`src/inc/pimc_consts.svh`:
```
// Constants for the PHY interface mode configuration block
// Operation
// - MAC mode field 01 selects QSGMII
// - Field 00, protocol bit 0: SGMII
// - Field 00, protocol bit 1: 1000BASE-X MAC
// - 1000BASE-X MAC runs 1000 Mbps only
// - Software drops 10/100 advertisement then
// - MAC autoneg per port via bit 7
// - Global field once; broadcast updates all ports
// - QSGMII ports pick 1000BASE-X or SGMII
// - QSGMII carries two data channels only
// - Media field 010 X, 011 FX, 001 transfer
// - Mode change commits on software reset
// - Bit 10 sense enable, bit 11 preference
// - Sensed media reported in bits 7:6
// - Transfer mode with QSGMII uses port 0
// - 1000BASE-X media status in registers 0-15
// - Fiber autoneg only when control bit 12
// - Generator, CRC counters, loopback on fiber
// - Signal detect needed before transfer link
// - Transfer mode LEDs except col/dup/fault
// - Control bit 5 forces unidirectional transmit
// - Status bit 7 reports unidirectional ability
// - Unidirectional needs autoneg off, sensing off
// - Mode register reads the committed mode
`ifndef PIMC_CONSTS_SVH
`define PIMC_CONSTS_SVH
// Wishbone word addresses (byte address >> 2)
`define PIMC_A_GLOBAL 4'h0
`define PIMC_A_BCAST 4'h1
`define PIMC_A_MODE 4'h2
`define PIMC_A_CTRL 4'h3
`define PIMC_A_STAT 4'h4
`define PIMC_A_MACAN 4'h5
`define PIMC_A_MEDSEL 4'h6
`define PIMC_A_ADV 4'h7
`define PIMC_A_PORT 4'h8
`define PIMC_B_MACMODE_HI 15
`define PIMC_B_MACMODE_LO 14
`define PIMC_B_MACPROTO 12
`define PIMC_B_PREF 11
`define PIMC_B_SENSE 10
`define PIMC_B_MEDIA_HI 10
`define PIMC_B_MEDIA_LO 8
`define PIMC_B_SWRST 15
`define PIMC_B_ANEN 12
`define PIMC_B_UNIDIR 5
`define PIMC_B_LINKOK 2
`define PIMC_B_UNIABLE 7
`define PIMC_B_MACAN 7
`define PIMC_B_SEL_HI 7
`define PIMC_B_SEL_LO 6
`define PIMC_B_BCAST 0
`define PIMC_B_ADV10 5
`define PIMC_B_ADV100 7
`define PIMC_MACMODE_SGMII 2'h0
`define PIMC_MACMODE_QSGMII 2'h1
`define PIMC_MEDIA_XFER 3'h1
`define PIMC_MEDIA_1000X 3'h2
`define PIMC_MEDIA_100FX 3'h3
`define PIMC_RST_MODE 16'h0000
`define PIMC_RST_CTRL 16'h1000
`define PIMC_RST_ADV 16'h01e1
`define PIMC_SEL_FIBER 2'h1
`define PIMC_SEL_COPPER 2'h2
`endif

```
`src/inc/pimc_pkg.sv`:
```
// Types for the PHY interface mode configuration block
package pimc_pkg;
  typedef enum logic [1:0] {PIMC_MAC_SGMII, PIMC_MAC_QSGMII, PIMC_MAC_1000X} pimc_mac_e;
  typedef enum logic [1:0] {PIMC_MED_COPPER, PIMC_MED_1000X, PIMC_MED_100FX, PIMC_MED_XFER} pimc_media_e;
endpackage : pimc_pkg

```
`src/inc/pimc_if.sv`:
```
// Management link between the controller and the PHY mode logic
interface pimc_if #(parameter int PORTS = 2);
  logic [3:0] addr;
  logic [0:0] port;
  logic we;
  logic req;
  logic [15:0] wdata;
  logic [15:0] rdata;
  logic ack;
  modport phy (input addr, port, we, req, wdata, output rdata, ack);
  modport ctl (output addr, port, we, req, wdata, input rdata, ack);
endinterface : pimc_if

```
`src/verilog/pimc_phy.sv`:
```
// Device end: per-port mode registers, commit on software reset, mode decode
//
// The Wishbone register port and the register offsets are this design's own decisions.
`include "pimc_consts.svh"
module pimc_phy #(
  parameter int PORTS = 2
) (
  input wire logic ref_clk_i,
  input wire logic rst_n_i,
  pimc_if.phy mgmt,
  input wire logic [PORTS-1:0] sig_det_i,
  input wire logic [PORTS-1:0] fiber_ok_i,
  input wire logic [PORTS-1:0] copper_ok_i,
  input wire logic [PORTS-1:0] sfp_link_i,
  output logic [1:0] mac_mode_o [PORTS],
  output logic [1:0] media_mode_o [PORTS],
  output logic [PORTS-1:0] port_active_o,
  output logic [PORTS-1:0] mac_an_run_o,
  output logic [PORTS-1:0] fiber_an_run_o,
  output logic [PORTS-1:0] speed_1000_only_o,
  output logic [PORTS-1:0] tx_enable_o,
  output logic [PORTS-1:0] link_up_o,
  output logic [PORTS-1:0] diag_enable_o,
  output logic [PORTS-1:0] led_link_o,
  output logic [PORTS-1:0] led_fault_en_o,
  output logic [1:0] qsgmii_lanes_o
);
  // ====================
  // Pin synchronisers
  logic [PORTS-1:0] det_s1, det_s2, fib_s1, fib_s2, cu_s1, cu_s2, sl_s1, sl_s2;
  always_ff @(posedge ref_clk_i or negedge rst_n_i)
    if (!rst_n_i)
    begin
      det_s1 <= '0; det_s2 <= '0; fib_s1 <= '0; fib_s2 <= '0;
      cu_s1 <= '0; cu_s2 <= '0; sl_s1 <= '0; sl_s2 <= '0;
    end
    else
    begin
      det_s1 <= sig_det_i; det_s2 <= det_s1; fib_s1 <= fiber_ok_i; fib_s2 <= fib_s1;
      cu_s1 <= copper_ok_i; cu_s2 <= cu_s1; sl_s1 <= sfp_link_i; sl_s2 <= sl_s1;
    end

  // ====================
  // Registers
  logic [1:0] gmode, gmode_live;
  logic bcast;
  logic [15:0] mode_pend [PORTS];
  logic [15:0] mode_live [PORTS];
  logic [15:0] ctrl [PORTS];
  logic [15:0] adv [PORTS];
  logic [PORTS-1:0] mac_an;
  logic [1:0] media_sel [PORTS];
  logic wr;
  assign wr = mgmt.req & mgmt.we & ~mgmt.ack;

  function automatic logic hit(input logic [0:0] p, input int i, input logic bc);
    hit = bc || (p == i[0:0]);
  endfunction : hit

  always_ff @(posedge ref_clk_i or negedge rst_n_i)
    if (!rst_n_i)
    begin
      gmode <= `PIMC_MACMODE_SGMII;
      bcast <= 1'b0;
    end
    else if (wr && mgmt.addr == `PIMC_A_GLOBAL)
      gmode <= mgmt.wdata[`PIMC_B_MACMODE_HI:`PIMC_B_MACMODE_LO];
    else if (wr && mgmt.addr == `PIMC_A_BCAST)
      bcast <= mgmt.wdata[`PIMC_B_BCAST];

  // Global mode also waits for a software reset on any port
  always_ff @(posedge ref_clk_i or negedge rst_n_i)
    if (!rst_n_i)
      gmode_live <= `PIMC_MACMODE_SGMII;
    else if (wr && mgmt.addr == `PIMC_A_CTRL && mgmt.wdata[`PIMC_B_SWRST])
      gmode_live <= gmode;

  genvar g;
  generate
    for (g = 0; g < PORTS; g++)
    begin : gp
      logic sel, swrst;
      logic [15:0] ml;
      pimc_pkg::pimc_mac_e mm;
      pimc_pkg::pimc_media_e md;
      logic sense_on, uni, ok;
      assign sel = hit(mgmt.port, g, bcast);
      assign swrst = wr && sel && mgmt.addr == `PIMC_A_CTRL && mgmt.wdata[`PIMC_B_SWRST];
      assign ml = mode_live[g];

      always_ff @(posedge ref_clk_i or negedge rst_n_i)
        if (!rst_n_i)
          mode_pend[g] <= `PIMC_RST_MODE;
        else if (wr && sel && mgmt.addr == `PIMC_A_MODE)
          mode_pend[g] <= mgmt.wdata;

      always_ff @(posedge ref_clk_i or negedge rst_n_i)
        if (!rst_n_i)
          mode_live[g] <= `PIMC_RST_MODE;
        else if (swrst)
          mode_live[g] <= mode_pend[g];

      // Software reset bit self-clears
      always_ff @(posedge ref_clk_i or negedge rst_n_i)
        if (!rst_n_i)
          ctrl[g] <= `PIMC_RST_CTRL;
        else if (wr && sel && mgmt.addr == `PIMC_A_CTRL)
          ctrl[g] <= {1'b0, mgmt.wdata[14:0]};

      always_ff @(posedge ref_clk_i or negedge rst_n_i)
        if (!rst_n_i)
        begin
          adv[g] <= `PIMC_RST_ADV;
          mac_an[g] <= 1'b0;
        end
        else
        begin
          if (wr && sel && mgmt.addr == `PIMC_A_ADV)
            adv[g] <= mgmt.wdata;
          if (wr && sel && mgmt.addr == `PIMC_A_MACAN)
            mac_an[g] <= mgmt.wdata[`PIMC_B_MACAN];
        end

      always_comb
      begin
        if (gmode_live == `PIMC_MACMODE_QSGMII)
          mm = pimc_pkg::PIMC_MAC_QSGMII;
        else if (ml[`PIMC_B_MACPROTO])
          mm = pimc_pkg::PIMC_MAC_1000X;
        else
          mm = pimc_pkg::PIMC_MAC_SGMII;
        unique case (ml[`PIMC_B_MEDIA_HI:`PIMC_B_MEDIA_LO])
          `PIMC_MEDIA_1000X: md = pimc_pkg::PIMC_MED_1000X;
          `PIMC_MEDIA_100FX: md = pimc_pkg::PIMC_MED_100FX;
          `PIMC_MEDIA_XFER: md = pimc_pkg::PIMC_MED_XFER;
          default: md = pimc_pkg::PIMC_MED_COPPER;
        endcase
      end
      // Bit 10 doubles as sense enable; fiber and transfer codes leave it clear
      assign sense_on = ml[`PIMC_B_SENSE] && !uni;
      assign uni = ctrl[g][`PIMC_B_UNIDIR] && !ctrl[g][`PIMC_B_ANEN] && !mac_an[g]
                   && (md == pimc_pkg::PIMC_MED_1000X || md == pimc_pkg::PIMC_MED_100FX);

      // Sensed media: preference wins when both present
      always_ff @(posedge ref_clk_i or negedge rst_n_i)
        if (!rst_n_i)
          media_sel[g] <= 2'h0;
        else if (!sense_on)
          media_sel[g] <= (md == pimc_pkg::PIMC_MED_COPPER) ? `PIMC_SEL_COPPER : `PIMC_SEL_FIBER;
        else if (fib_s2[g] && (ml[`PIMC_B_PREF] || !cu_s2[g]))
          media_sel[g] <= `PIMC_SEL_FIBER;
        else if (cu_s2[g])
          media_sel[g] <= `PIMC_SEL_COPPER;

      // Transfer with QSGMII only lives on port 0
      assign port_active_o[g] = !(md == pimc_pkg::PIMC_MED_XFER && mm == pimc_pkg::PIMC_MAC_QSGMII && g != 0);
      assign ok = (md == pimc_pkg::PIMC_MED_XFER) ? det_s2[g] && sl_s2[g] : fib_s2[g];

      always_ff @(posedge ref_clk_i or negedge rst_n_i)
        if (!rst_n_i)
        begin
          mac_mode_o[g] <= 2'h0; media_mode_o[g] <= 2'h0; mac_an_run_o[g] <= 1'b0;
          fiber_an_run_o[g] <= 1'b0; speed_1000_only_o[g] <= 1'b0; tx_enable_o[g] <= 1'b0;
          link_up_o[g] <= 1'b0; diag_enable_o[g] <= 1'b0; led_link_o[g] <= 1'b0; led_fault_en_o[g] <= 1'b1;
        end
        else
        begin
          mac_mode_o[g] <= mm;
          media_mode_o[g] <= md;
          mac_an_run_o[g] <= mac_an[g];
          fiber_an_run_o[g] <= md == pimc_pkg::PIMC_MED_1000X && ctrl[g][`PIMC_B_ANEN];
          // Protocol bit still picks 1000BASE-X per port inside a quad link
          speed_1000_only_o[g] <= ml[`PIMC_B_MACPROTO] || md == pimc_pkg::PIMC_MED_1000X;
          link_up_o[g] <= port_active_o[g] && ok;
          tx_enable_o[g] <= port_active_o[g] && (ok || uni);
          diag_enable_o[g] <= md == pimc_pkg::PIMC_MED_1000X || md == pimc_pkg::PIMC_MED_100FX;
          led_link_o[g] <= port_active_o[g] && ok;
          led_fault_en_o[g] <= md != pimc_pkg::PIMC_MED_XFER;
        end
    end
  endgenerate

  // Two live QSGMII channels, two idle windows
  assign qsgmii_lanes_o = (gmode_live == `PIMC_MACMODE_QSGMII) ? 2'h2 : 2'h0;

  // ====================
  // Read path and acknowledge
  logic [15:0] rd;
  always_comb
  begin
    rd = 16'h0000;
    unique case (mgmt.addr)
      `PIMC_A_GLOBAL: rd[`PIMC_B_MACMODE_HI:`PIMC_B_MACMODE_LO] = gmode_live;
      `PIMC_A_BCAST: rd[`PIMC_B_BCAST] = bcast;
      `PIMC_A_MODE: rd = mode_live[mgmt.port];
      `PIMC_A_CTRL: rd = ctrl[mgmt.port];
      `PIMC_A_STAT:
      begin
        rd[`PIMC_B_UNIABLE] = 1'b1;
        rd[`PIMC_B_LINKOK] = link_up_o[mgmt.port];
      end
      `PIMC_A_MACAN: rd[`PIMC_B_MACAN] = mac_an[mgmt.port];
      `PIMC_A_MEDSEL: rd[`PIMC_B_SEL_HI:`PIMC_B_SEL_LO] = media_sel[mgmt.port];
      `PIMC_A_ADV: rd = adv[mgmt.port];
      default: rd = 16'h0000;
    endcase
  end

  always_ff @(posedge ref_clk_i or negedge rst_n_i)
    if (!rst_n_i)
    begin
      mgmt.ack <= 1'b0;
      mgmt.rdata <= 16'h0000;
    end
    else
    begin
      mgmt.ack <= mgmt.req && !mgmt.ack;
      if (mgmt.req && !mgmt.ack)
        mgmt.rdata <= rd;
    end
endmodule : pimc_phy

```
`src/flat_wrapper.sv`:
```
// flat-port wrapper written by rule: the top's interface ports become plain ports
module pimc_phy_flat 
#(
  parameter int PORTS = 2
)
  (ref_clk_i, rst_n_i, sig_det_i, fiber_ok_i, copper_ok_i, sfp_link_i, mac_mode_o, media_mode_o, port_active_o, mac_an_run_o, fiber_an_run_o, speed_1000_only_o, tx_enable_o, link_up_o, diag_enable_o, led_link_o, led_fault_en_o, qsgmii_lanes_o, mgmt_addr, mgmt_port, mgmt_we, mgmt_req, mgmt_wdata, mgmt_rdata, mgmt_ack);
  pimc_if #(.PORTS(PORTS)) mgmt_i ();
  input wire logic ref_clk_i;
  input wire logic rst_n_i;
  input wire logic [PORTS-1:0] sig_det_i;
  input wire logic [PORTS-1:0] fiber_ok_i;
  input wire logic [PORTS-1:0] copper_ok_i;
  input wire logic [PORTS-1:0] sfp_link_i;
  output logic [1:0] mac_mode_o[PORTS];
  output logic [1:0] media_mode_o[PORTS];
  output logic [PORTS-1:0] port_active_o;
  output logic [PORTS-1:0] mac_an_run_o;
  output logic [PORTS-1:0] fiber_an_run_o;
  output logic [PORTS-1:0] speed_1000_only_o;
  output logic [PORTS-1:0] tx_enable_o;
  output logic [PORTS-1:0] link_up_o;
  output logic [PORTS-1:0] diag_enable_o;
  output logic [PORTS-1:0] led_link_o;
  output logic [PORTS-1:0] led_fault_en_o;
  output logic [1:0] qsgmii_lanes_o;
  input wire logic [$bits(mgmt_i.addr)-1:0] mgmt_addr;
  input wire logic [$bits(mgmt_i.port)-1:0] mgmt_port;
  input wire logic [$bits(mgmt_i.we)-1:0] mgmt_we;
  input wire logic [$bits(mgmt_i.req)-1:0] mgmt_req;
  input wire logic [$bits(mgmt_i.wdata)-1:0] mgmt_wdata;
  output wire logic [$bits(mgmt_i.rdata)-1:0] mgmt_rdata;
  output wire logic [$bits(mgmt_i.ack)-1:0] mgmt_ack;
  assign mgmt_i.addr = mgmt_addr;
  assign mgmt_i.port = mgmt_port;
  assign mgmt_i.we = mgmt_we;
  assign mgmt_i.req = mgmt_req;
  assign mgmt_i.wdata = mgmt_wdata;
  assign mgmt_rdata = mgmt_i.rdata;
  assign mgmt_ack = mgmt_i.ack;
  pimc_phy #(.PORTS(PORTS)) u_core (.ref_clk_i(ref_clk_i), .rst_n_i(rst_n_i), .mgmt(mgmt_i), .sig_det_i(sig_det_i), .fiber_ok_i(fiber_ok_i), .copper_ok_i(copper_ok_i), .sfp_link_i(sfp_link_i), .mac_mode_o(mac_mode_o), .media_mode_o(media_mode_o), .port_active_o(port_active_o), .mac_an_run_o(mac_an_run_o), .fiber_an_run_o(fiber_an_run_o), .speed_1000_only_o(speed_1000_only_o), .tx_enable_o(tx_enable_o), .link_up_o(link_up_o), .diag_enable_o(diag_enable_o), .led_link_o(led_link_o), .led_fault_en_o(led_fault_en_o), .qsgmii_lanes_o(qsgmii_lanes_o));
endmodule
```
`config.mk`:
```
export PLATFORM = sky130hd
export DESIGN_NAME = pimc_phy_flat
export DESIGN_NICKNAME = d
export VERILOG_FILES = /design/src/inc/pimc_pkg.sv /design/src/inc/pimc_if.sv /design/src/verilog/pimc_phy.sv /design/src/flat_wrapper.sv
export VERILOG_INCLUDE_DIRS = /design/src /design/src/inc
export SDC_FILE = /design/constraint.sdc
export NUM_CORES = 1
export LEC_CHECK = 0
export ABC_AREA = 1
export BUFFER_PORTS_ARGS = -buffer_cell sky130_fd_sc_hd__buf_2
export CAP_MARGIN = 10
export CORE_ASPECT_RATIO = 2
export CORE_MARGIN = 2
export CORE_UTILIZATION = 34
export DETAILED_ROUTE_END_ITERATION = 6
export GPL_ROUTABILITY_DRIVEN = 0
export GPL_TIMING_DRIVEN = 0
export PLACE_DENSITY = 0.58
export SYNTH_ARGS = -nofsm -noshare
export SYNTH_HDL_FRONTEND = slang
export SYNTH_SLANG_ARGS = --single-unit
```
`constraint.sdc`:
```
create_clock -name ref_clk_i -period 2.2 [get_ports ref_clk_i]
set_input_delay 0.44 -clock ref_clk_i [delete_from_list [all_inputs] [get_ports ref_clk_i]]
set_output_delay 0.44 -clock ref_clk_i [all_outputs]
set_load 0.005 [all_outputs]
```
==> run summary, run 1 <==
Layout area overhead: 17.04%
Final nets: 1078
WL/cell: 16.41 um
Top cell type by total area after synthesis: dfrtp_1
Mapped cell area: 8079 um2
IO Pins: 78
Die ar.: 25090 um2
Worst path required time: 1760 ps
Crit Path Category: register to output pin
Area share of the largest cell type after synthesis: 54.82%
Reg-to-Reg Start: u_core.gp[0].ml[10]
Clk buf depth: 2
FF-to-FF path depth: 8
TNS Setup: 0 ps
First-pass GRT wire length: 34.70 mm
Yosys warnings: 0
Largest net degree at the start of global routing: 100
Psw: 2245 uW
Gr usage total: 18.26%
Port Buf Inserts: 74
Worst setup EP type: output pin
Flop pwr share: 50.7%
Clock sink count: 191
Clock power share: 38.4%
Detailed Route Iter0 Violations: 380
Synth cell types: 29
Endpoints failing hold: 1
CP cell instances: inv_2, nand2_1, nor2_4, ha_2, nand2_1, buf_2
Fraction of layout cells with a size suffix above 1: 15.68%
Worst setup path endpoint: port_active_o[1]
Hold Slack: -2.745 ps
DRT Wirelength: 21.90 mm
Max Cap Viol: 0
Internal power: 6004 uW
Achievable frequency: 481.2 MHz
Cell Rows: 79
Detail Route Antenna Nets: 0
Max FO, Critical Path: 6
Synth top area cells: dfrtp_1 55%, nand2_1 18%, o21ai_0 7.2%
Clock transition at path regs: 70 ps
Root Buffer: clkbuf_16
CP bufs+invs: 2
Total global routing overflow: 0
Tmin final: 2078 ps
Die Wd: 113 um
Final setup violation count: 0
Combinational share of power: 10.9%
Vias per std cell: 4.747
Maximum vdd drop: 0.5178 mV
Syn avg cell area: 8.549 um2
Switching Fraction: 27.21%
Commonest non-fill, non-tap cell in the layout: nand2_1
Lkg Pwr: 0.004842 uW
Initial core utilization: 34.63%
Setup WS pre-CTS: 183.3 ps
CTS tree: done
Antenna violations before repair: 0
Setup ws final: 122.0 ps
Setup Skew: 5.808 ps
Remaining DRCs: 7
Post-CTS Hold Buffers: 0
Top cell family by delay on the critical path: flip-flops
Cell Pwr Density: 872.4 nW/um2
Hold Path Class: input port to async pin
Status: finished, violations left
Reg-to-reg slack, setup: 380 ps
Tightest Pin Transition: 764.3 ps
Total core area: 23330 um2
Max Slew Vio Count: 0
Critical R2R Capture: u_core.media_sel[2]
Antenna diode count: 0
CTS H-Tree Depth: 4
Clk Latency, worst-skew pair: 440 ps
RSZ-0062 raised after global routing: no
WP data arrival: 1640 ps
1st-pass router iterations: 7
Failing checks: design-rule violations, negative hold slack
Gate Count Post-Synth: 945
Critical Path Stages: 6
Mapped Nets: 984
Critical-path top delay cell: dfrtp_1
Commonest cells after routing, fill and taps aside: 392 x nand2_1, 177 x dfrtp_1, 117 x o21ai_0
DP Wirelength: 16.79 mm
Crit. Startpoint: u_core.gp[1].ml[10]
CP startpoint kind: register
CTS buffer count: 17
Vias in the first global route: 6373
Slowest Stage Delay on Critical Path: 440 ps
Via count: 6337
Register bit count reported by yosys: 191
Seq/Total Area, Yosys: 59.38%
Placed cell count: 1303
Critical Path Most Common Cell: nand2_1
Non-filler cells, final: 1335
Max_slew headroom: 49.05%
Final Cycle Share: 94.45%
Die H: 222 um
==> area by class of cell <==
class                      count  area (um2)
tap                          283       354.1
sequential                   191        4797
clock buffer                  17       425.4
buffer                        48       252.7
multi-input combinational    622        2726
fill                        2370       13870
clock inverter                15       176.4
inverter                      84       315.3
timing repair buffer          75       407.9
==> power by group through the flow <==
stage	clock network [uW]	registers [uW]	logic, uW
final	3170	4180	902
after detailed placement	0	4240	904
after global placement	0	4230	878
after CTS	3240	4180	910
after floorplan	0	4190	557
after global routing	3370	4220	1050
==> kinds of logic after synthesis <==
logic type      synth area share (%)
simple gates                   23.03
flops                          59.38
compound gates                 9.540
buf+inv                        7.031
fa+ha+maj                     0.9292
other cells                  0.09296
==> flip-flops by register name, summed over array words and instances (netlist names), 3 cells and up <==
signal and cells:
u_core.mac_mode_o 3, u_core.gp.ml 32, u_core.media_mode_o 4, u_core.media_sel 4, u_core.adv 32, u_core.ctrl 30
u_core.mgmt.rdata 16, u_core.mode_pend 32
==> Yosys cell counts (all sizes together) <==
cell type and n:
nand3 35, a21oi 5, nor3 1, o211ai 1, nand2 394, inv 84, o21ai 143, o21a 1
clkbuf 23, dfrtp 177, nand4 7, or2 2, ha 6, buf 25, nor2 25, dfstp 14
conb 2
==> layer usage <==
metal / GRT usage (%) / vias up / share of wire, %
met5: 0 / - / 0
met4: 9.127 / 0 / 4.6
met3: 3.034 / 49 / 3.7
met2: 34.00 / 142 / 55
met1: 19.42 / 3013 / 37
li1: - / 3133 / -
==> per-stage QoR <==
step | total power [uW] | utilization [%] | instance area, um2
after floorplan | 4744 | - | 8079
after global placement | 5109 | 37.74 | 8803
after detailed placement | 5146 | 37.90 | 8841
after CTS | 8324 | 40.50 | 9448
after global routing | 8643 | 40.53 | 9455
final | 8249 | 40.53 | 9455
==> how the worst min path moves through the flow <==
stage	from	cells past startpoint	endpoint	slack [ps]
detailed placement	u_core.fib_s1[0]	0	u_core.fib_s2[0]	330
floorplan	rst_n_i	0	u_core.adv[10]	140
finish	rst_n_i	1	u_core.det_s1[1]	-3
global placement	u_core.fib_s1[1]	0	u_core.fib_s2[1]	330
CTS	rst_n_i	1	u_core.det_s1[1]	50
global route	rst_n_i	1	u_core.det_s1[1]	60
==> what timing repair did <==
| action | in CTS | in global routing |
|---|---|---|
| pin swaps | 0 | 0 |
| endpoints found under the hold margin | 0 | 0 |
| setup buffers | 0 | 0 |
| setup endpoints to repair | 2 | 1 |
| gates resized for setup | 2 | 3 |
Note: power is estimated with default switching activity, not from simulation.
==> run 2: changes to the inputs <==
- CORE_UTILIZATION: 34 -> 40
- PLACE_DENSITY: 0.58 -> 0.65
==> run summary, run 2 (same netlist as run 1, synthesis figures left out) <==
Via count: 6575 (was 6337)
Root Buffer: clkbuf_16 (unchanged)
Initial core utilization: 40.76% (was 34.63%)
Total core area: 19820 um2 (was 23330 um2)
Hold Path Class: input port to register (was input port to async pin)
Die Wd: 104.5 um (was 113 um)
Tmin final: 2096 ps (was 2078 ps)
Antenna diode count: 0 (unchanged)
Max_slew headroom: 57.36% (was 49.05%)
Setup Skew: 8.040 ps (was 5.808 ps)
Tightest Pin Transition: 639.6 ps (was 764.3 ps)
CTS H-Tree Depth: 4 (unchanged)
Die ar.: 21420 um2 (was 25090 um2)
Endpoints failing hold: 0 (was 1)
Clock sink count: 191 (unchanged)
Multi-input combinational cell area: 2724 um2 (was 2726 um2)
Status: completed (was finished, violations left)
IO Pins: 78 (unchanged)
Cell Pwr Density: 881.5 nW/um2 (was 872.4 nW/um2)
Postcts setup bufs: 0 (unchanged)
DP Wirelength: 17.58 mm (was 16.79 mm)
Maximum vdd drop: 0.5504 mV (was 0.5178 mV)
TNS Setup: 0 ps (unchanged)
CTS tree: done (unchanged)
Clock transition at path regs: 70 ps (about the same)
Final nets: 1079 (was 1078)
Clk Latency, worst-skew pair: 450 ps (was 440 ps)
Remaining DRCs: 0 (was 7)
Max Cap Viol: 0 (unchanged)
Detailed Route Iter0 Violations: 606 (was 380)
First-pass GRT wire length: 36.57 mm (was 34.70 mm)
CP startpoint kind: register (unchanged)
Cell Rows: 73 (was 79)
Total global routing overflow: 0 (unchanged)
Largest net degree at the start of global routing: 120 (was 100)
CTS buffer count: 17 (unchanged)
Final setup violation count: 0 (unchanged)
Non-filler cells, final: 1315 (was 1335)
DRT Wirelength: 23.83 mm (was 21.90 mm)
Commonest cells after routing, fill and taps aside: 392 x nand2_1, 176 x dfrtp_1, 117 x o21ai_0 (was 392 x nand2_1, 177 x dfrtp_1, 117 x o21ai_0)
Achievable frequency: 477.1 MHz (was 481.2 MHz)
Max Slew Vio Count: 0 (unchanged)
Fillers: 1967 (was 2370)
WL/cell: 18.12 um (was 16.41 um)
Clk buf depth: 2 (unchanged)
WP data arrival: 1660 ps (was 1640 ps)
Worst path required time: 1760 ps (about the same)
Placed cell count: 1282 (was 1303)
Layout area overhead: 16.90% (was 17.04%)
Max FO, Critical Path: 6 (unchanged)
Fraction of layout cells with a size suffix above 1: 15.48% (was 15.68%)
Register area: 4798 um2 (was 4797 um2)
Detail Route Antenna Nets: 0 (unchanged)
Vias per std cell: 5.000 (was 4.747)
1st-pass router iterations: 5 (was 7)
Lkg Pwr: 0.004838 uW (was 0.004842 uW)
Commonest non-fill, non-tap cell in the layout: nand2_1 (unchanged)
Worst setup EP type: output pin (unchanged)
Vias in the first global route: 6428 (was 6373)
Crit Path Category: register to output pin (unchanged)
Port Buf Inserts: 74 (unchanged)
Antenna violations before repair: 0 (unchanged)
Die H: 205.0 um (was 222 um)
Gr usage total: 23.46% (was 18.26%)
Final Cycle Share: 95.28% (was 94.45%)
[run 2: per-layer routing]
layer,track usage [%],share of wire (%)
met1,24.18,35
met2,41.88,53
met3,4.104,4.5
met4,17.86,7.8
met5,0,0
[run 2: layout make-up]
cell class | count | area share, %
buffer | 48 | 2.676
multi-input combinational | 622 | 28.84
tap | 262 | 3.471
inverter | 84 | 3.339
clock buffer | 19 | 4.690
timing repair buffer | 76 | 4.425
sequential | 191 | 50.81
clock inverter | 13 | 1.749
[run 2: what timing repair did]
item / in CTS / in global routing
endpoints found under the hold margin: 69 / 0
resized for setup: 1 / 3
hold buffers: 1 / 0
setup endpoints to repair: 1 / 2
[run 2: report_power, final]
part	switching, uW	leakage [uW]	internal, uW
combinational	621	0.00211	331
sequential	224	0.00244	3960
clock	1370	0.000285	1820
[run 2: per-stage QoR]
step           utilization [%]  total power [uW]  worst slack [ps]  instance area (um2)  hold slack [ps]
2_1_floorplan                -              4744             631.1                 8079            144.4
3_3_place_gp             44.28              5147             -2353                 8777            333.3
3_5_place_dp             44.47              5192             138.4                 8815            334.7
4_1_cts                  47.60              8369             22.58                 9435            80.30
5_1_grt                  47.65              8693            -18.35                 9444            78.26
6_report                 47.65              8325             103.8                 9444            92.58
[run 2: final timing paths]
| path | startpoint | to | slack (ps) | cells past startpoint |
|---|---|---|---|---|
| hold reg to reg | u_core.fib_s1[1] | u_core.fib_s2[1] | 350 | 0 |
| max in group asynchronous | rst_n_i | u_core.gp[0].ml[9] | 660 | 3 |
| min in group asynchronous | rst_n_i | u_core.ctrl[3] | 540 | 2 |
| setup / recovery | u_core.gp[1].ml[10] | port_active_o[1] | 100 | 6 |
| setup reg to reg | u_core.gp[0].ml[10] | u_core.media_sel[2] | 140 | 10 |
| hold / removal | sfp_link_i[1] | u_core.sl_s1[1] | 90 | 1 |
[run 2: critical path, cell delays in order (launching register included)]
cell and delay [ps]:
dfrtp_2 440, inv_1 80, nand2_1 90, nor2_4 130, ha_1 200, nand2_1 90
buf_2 170
==> run 3: changes to the inputs <==
- clock period: 2.2 -> 2.17 ns (I/O delays scaled with it)
==> run summary, run 3 (same netlist as run 1, synthesis figures left out) <==
WP data arrival: 1640 ps (was 1660 ps)
First-pass GRT wire length: 36.56 mm (was 36.57 mm)
Detailed Route Iter0 Violations: 663 (was 606)
HP Start: sfp_link_i[1] (unchanged)
Max Slew Vio Count: 0 (unchanged)
DRT Wirelength: 23.76 mm (was 23.83 mm)
Commonest non-fill, non-tap cell in the layout: nand2_1 (unchanged)
Combinational share of power: 11.5% (was 11.4%)
Fillers: 1968 (was 1967)
Setup Skew: 10.91 ps (was 8.040 ps)
Detail Route Antenna Nets: 0 (unchanged)
Die ar.: 21420 um2 (unchanged)
Postcts setup bufs: 0 (unchanged)
Psw: 2242 uW (was 2215 uW)
Cell Pwr Density: 893.0 nW/um2 (was 881.5 nW/um2)
Root Buffer: clkbuf_16 (unchanged)
Final setup violation count: 0 (unchanged)
Via count: 6566 (was 6575)
Critical Path Most Common Cell: nand2_1 (unchanged)
Slowest Stage Delay on Critical Path: 440 ps (about the same)
Hold path depth: 1 (unchanged)
CP cell instances: inv_1, nand2_1, nor2_4, ha_1, nand2_1, buf_2 (unchanged)
Register area: 4801 um2 (was 4798 um2)
Antenna violations before repair: 0 (unchanged)
Flop pwr share: 50.3% (about the same)
Hold EP: u_core.sl_s1[1] (unchanged)
IO Pins: 78 (unchanged)
Max Cap Viol: 0 (unchanged)
Largest net degree at the start of global routing: 120 (unchanged)
Reg-to-reg slack, setup: 170 ps (was 140 ps)
Tightest Pin Transition: 620.7 ps (was 639.6 ps)
Die Wd: 104.5 um (unchanged)
CP startpoint kind: register (unchanged)
Gr usage total: 23.44% (was 23.46%)
Hold Path Class: input port to register (unchanged)
Clock transition at path regs: 70 ps (about the same)
Tmin final: 2079 ps
Fraction of layout cells with a size suffix above 1: 15.76% (was 15.48%)
Vias per std cell: 4.993 (was 5.000)
Setup ws final: 91.27 ps (was 103.8 ps)
Setup WS pre-CTS: 108.4 ps (was 138.4 ps)
Maximum vdd drop: 0.5563 mV (was 0.5504 mV)
TNS Setup: 0 ps (unchanged)
Total global routing overflow: 0 (unchanged)
Worst setup EP type: output pin (unchanged)
WL/cell: 18.07 um (was 18.12 um)
Status: completed (unchanged)
Antenna diode count: 0 (unchanged)
Multi-input combinational cell area: 2726 um2 (was 2724 um2)
FF-to-FF path depth: 11 (was 10)
Clock sink count: 191 (unchanged)
Max_slew headroom: 58.62% (was 57.36%)
Clk buf depth: 2 (unchanged)
Achievable frequency: 481.1 MHz
Final nets: 1079 (unchanged)
Clk Latency, worst-skew pair: 460 ps (was 450 ps)
Power after layout: 8438 uW (was 8325 uW)
Total core area: 19820 um2 (unchanged)
Critical-path top delay cell: dfrtp_2 (unchanged)
Initial core utilization: 40.76% (unchanged)
Die H: 205.0 um (unchanged)
CTS buffer count: 17 (unchanged)
Worst path required time: 1740 ps (was 1760 ps)
Commonest cells after routing, fill and taps aside: 392 x nand2_1, 174 x dfrtp_1, 117 x o21ai_0 (was 392 x nand2_1, 176 x dfrtp_1, 117 x o21ai_0)
Reg-to-Reg Start: u_core.gp[0].ml[9] (was u_core.gp[0].ml[10])
Internal power: 6196 uW (was 6111 uW)
Layout area overhead: 16.96% (was 16.90%)
Port Buf Inserts: 74 (unchanged)
Hold Slack: 87.22 ps (was 92.58 ps)
Vias in the first global route: 6426 (was 6428)
Clock power share: 38.2% (was 38.3%)
CTS H-Tree Depth: 4 (unchanged)
1st-pass router iterations: 5 (unchanged)
Remaining DRCs: 0 (unchanged)
Final Cycle Share: 95.79%
CTS tree: done (unchanged)
Critical R2R Capture: u_core.media_sel[2] (unchanged)
Max FO, Critical Path: 6 (unchanged)
Endpoints failing hold: 0 (unchanged)
Cell Rows: 73 (unchanged)
DP Wirelength: 17.58 mm (unchanged)
Lkg Pwr: 0.004834 uW (was 0.004838 uW)
Crit Path Category: register to output pin (unchanged)
Switching Fraction: 26.57% (was 26.60%)
==> run 3: changes by cell type in the layout (fill, tap and decap cells not counted) <==
cell and delta:
dfrtp_1 -2, dfrtp_2 +2, nor2_1 -1, nor2_2 +1
==> run 3: power by group through the flow <==
stage | clock network (uW) | logic [uW] | registers [uW]
CTS | 3280 | 970 | 4240
detailed placement | 0 | 961 | 4300
global placement | 0 | 927 | 4290
global route | 3420 | 1110 | 4290
floorplan | 0 | 565 | 4240
finish | 3230 | 967 | 4240
==> run 3: repair_timing <==
item                                    4_1_cts  5_1_grt
endpoints found under the setup margin        1        2
pin swaps                                     0        2
hold buffers                                  1        0
gates resized for setup                       2        5
endpoints found under the hold margin        69        0
==> run 3: through the flow <==
step	util [%]	cell area [um2]	std cells
floorplan	-	8079	945
global placement	44.28	8777	1281
detailed placement	44.47	8815	1282
CTS	47.62	9438	1315
global route	47.67	9449	1315
finish	47.67	9449	1315
==> run 3: layout make-up <==
type                    count  area share (%)
inverters                  84           3.337
well taps                 262           3.469
repair buffers             76           4.423
clock inverters            13           1.748
clock buffers              19           4.688
multi-input cells         622           28.85
plain buffers              48           2.675
flip-flops and latches    191           50.81
==> run 3: how the worst max path moves through the flow <==
stage                              startpoint                       to  slack, ps  cells after the start
after global routing      u_core.gp[1].ml[10]         port_active_o[1]        -30                      6
final                     u_core.gp[1].ml[10]         port_active_o[1]         90                      6
after detailed placement  u_core.gp[0].ml[10]      u_core.media_sel[2]        110                      9
after CTS                 u_core.gp[1].ml[10]         port_active_o[1]         50                      6
after floorplan           u_core.gp[1].ml[10]      u_core.media_sel[1]        600                      8
after global placement                rst_n_i  u_core.diag_enable_o[0]      -2380                      1
==> run 3: metal layers <==
layer / wire length (um) / part of all wire [%] / vias to the layer above / global-route usage, %
met4: 1884 / 7.9 / 0 / 18.15
li1: - / - / 3135 / -
met3: 793 / 3.3 / 83 / 3.913
met5: 0 / 0 / - / 0
met2: 12640 / 53 / 191 / 41.83
met1: 8440 / 36 / 3157 / 24.14
==> run 3: critical path: cells and delay by family (launching register included) <==
family / cells / cell delay [ps]
adder cells (fa/ha/maj): 1 / 200
flip-flops: 1 / 440
buffers and inverters: 2 / 230
AND/OR/NAND/NOR: 3 / 320
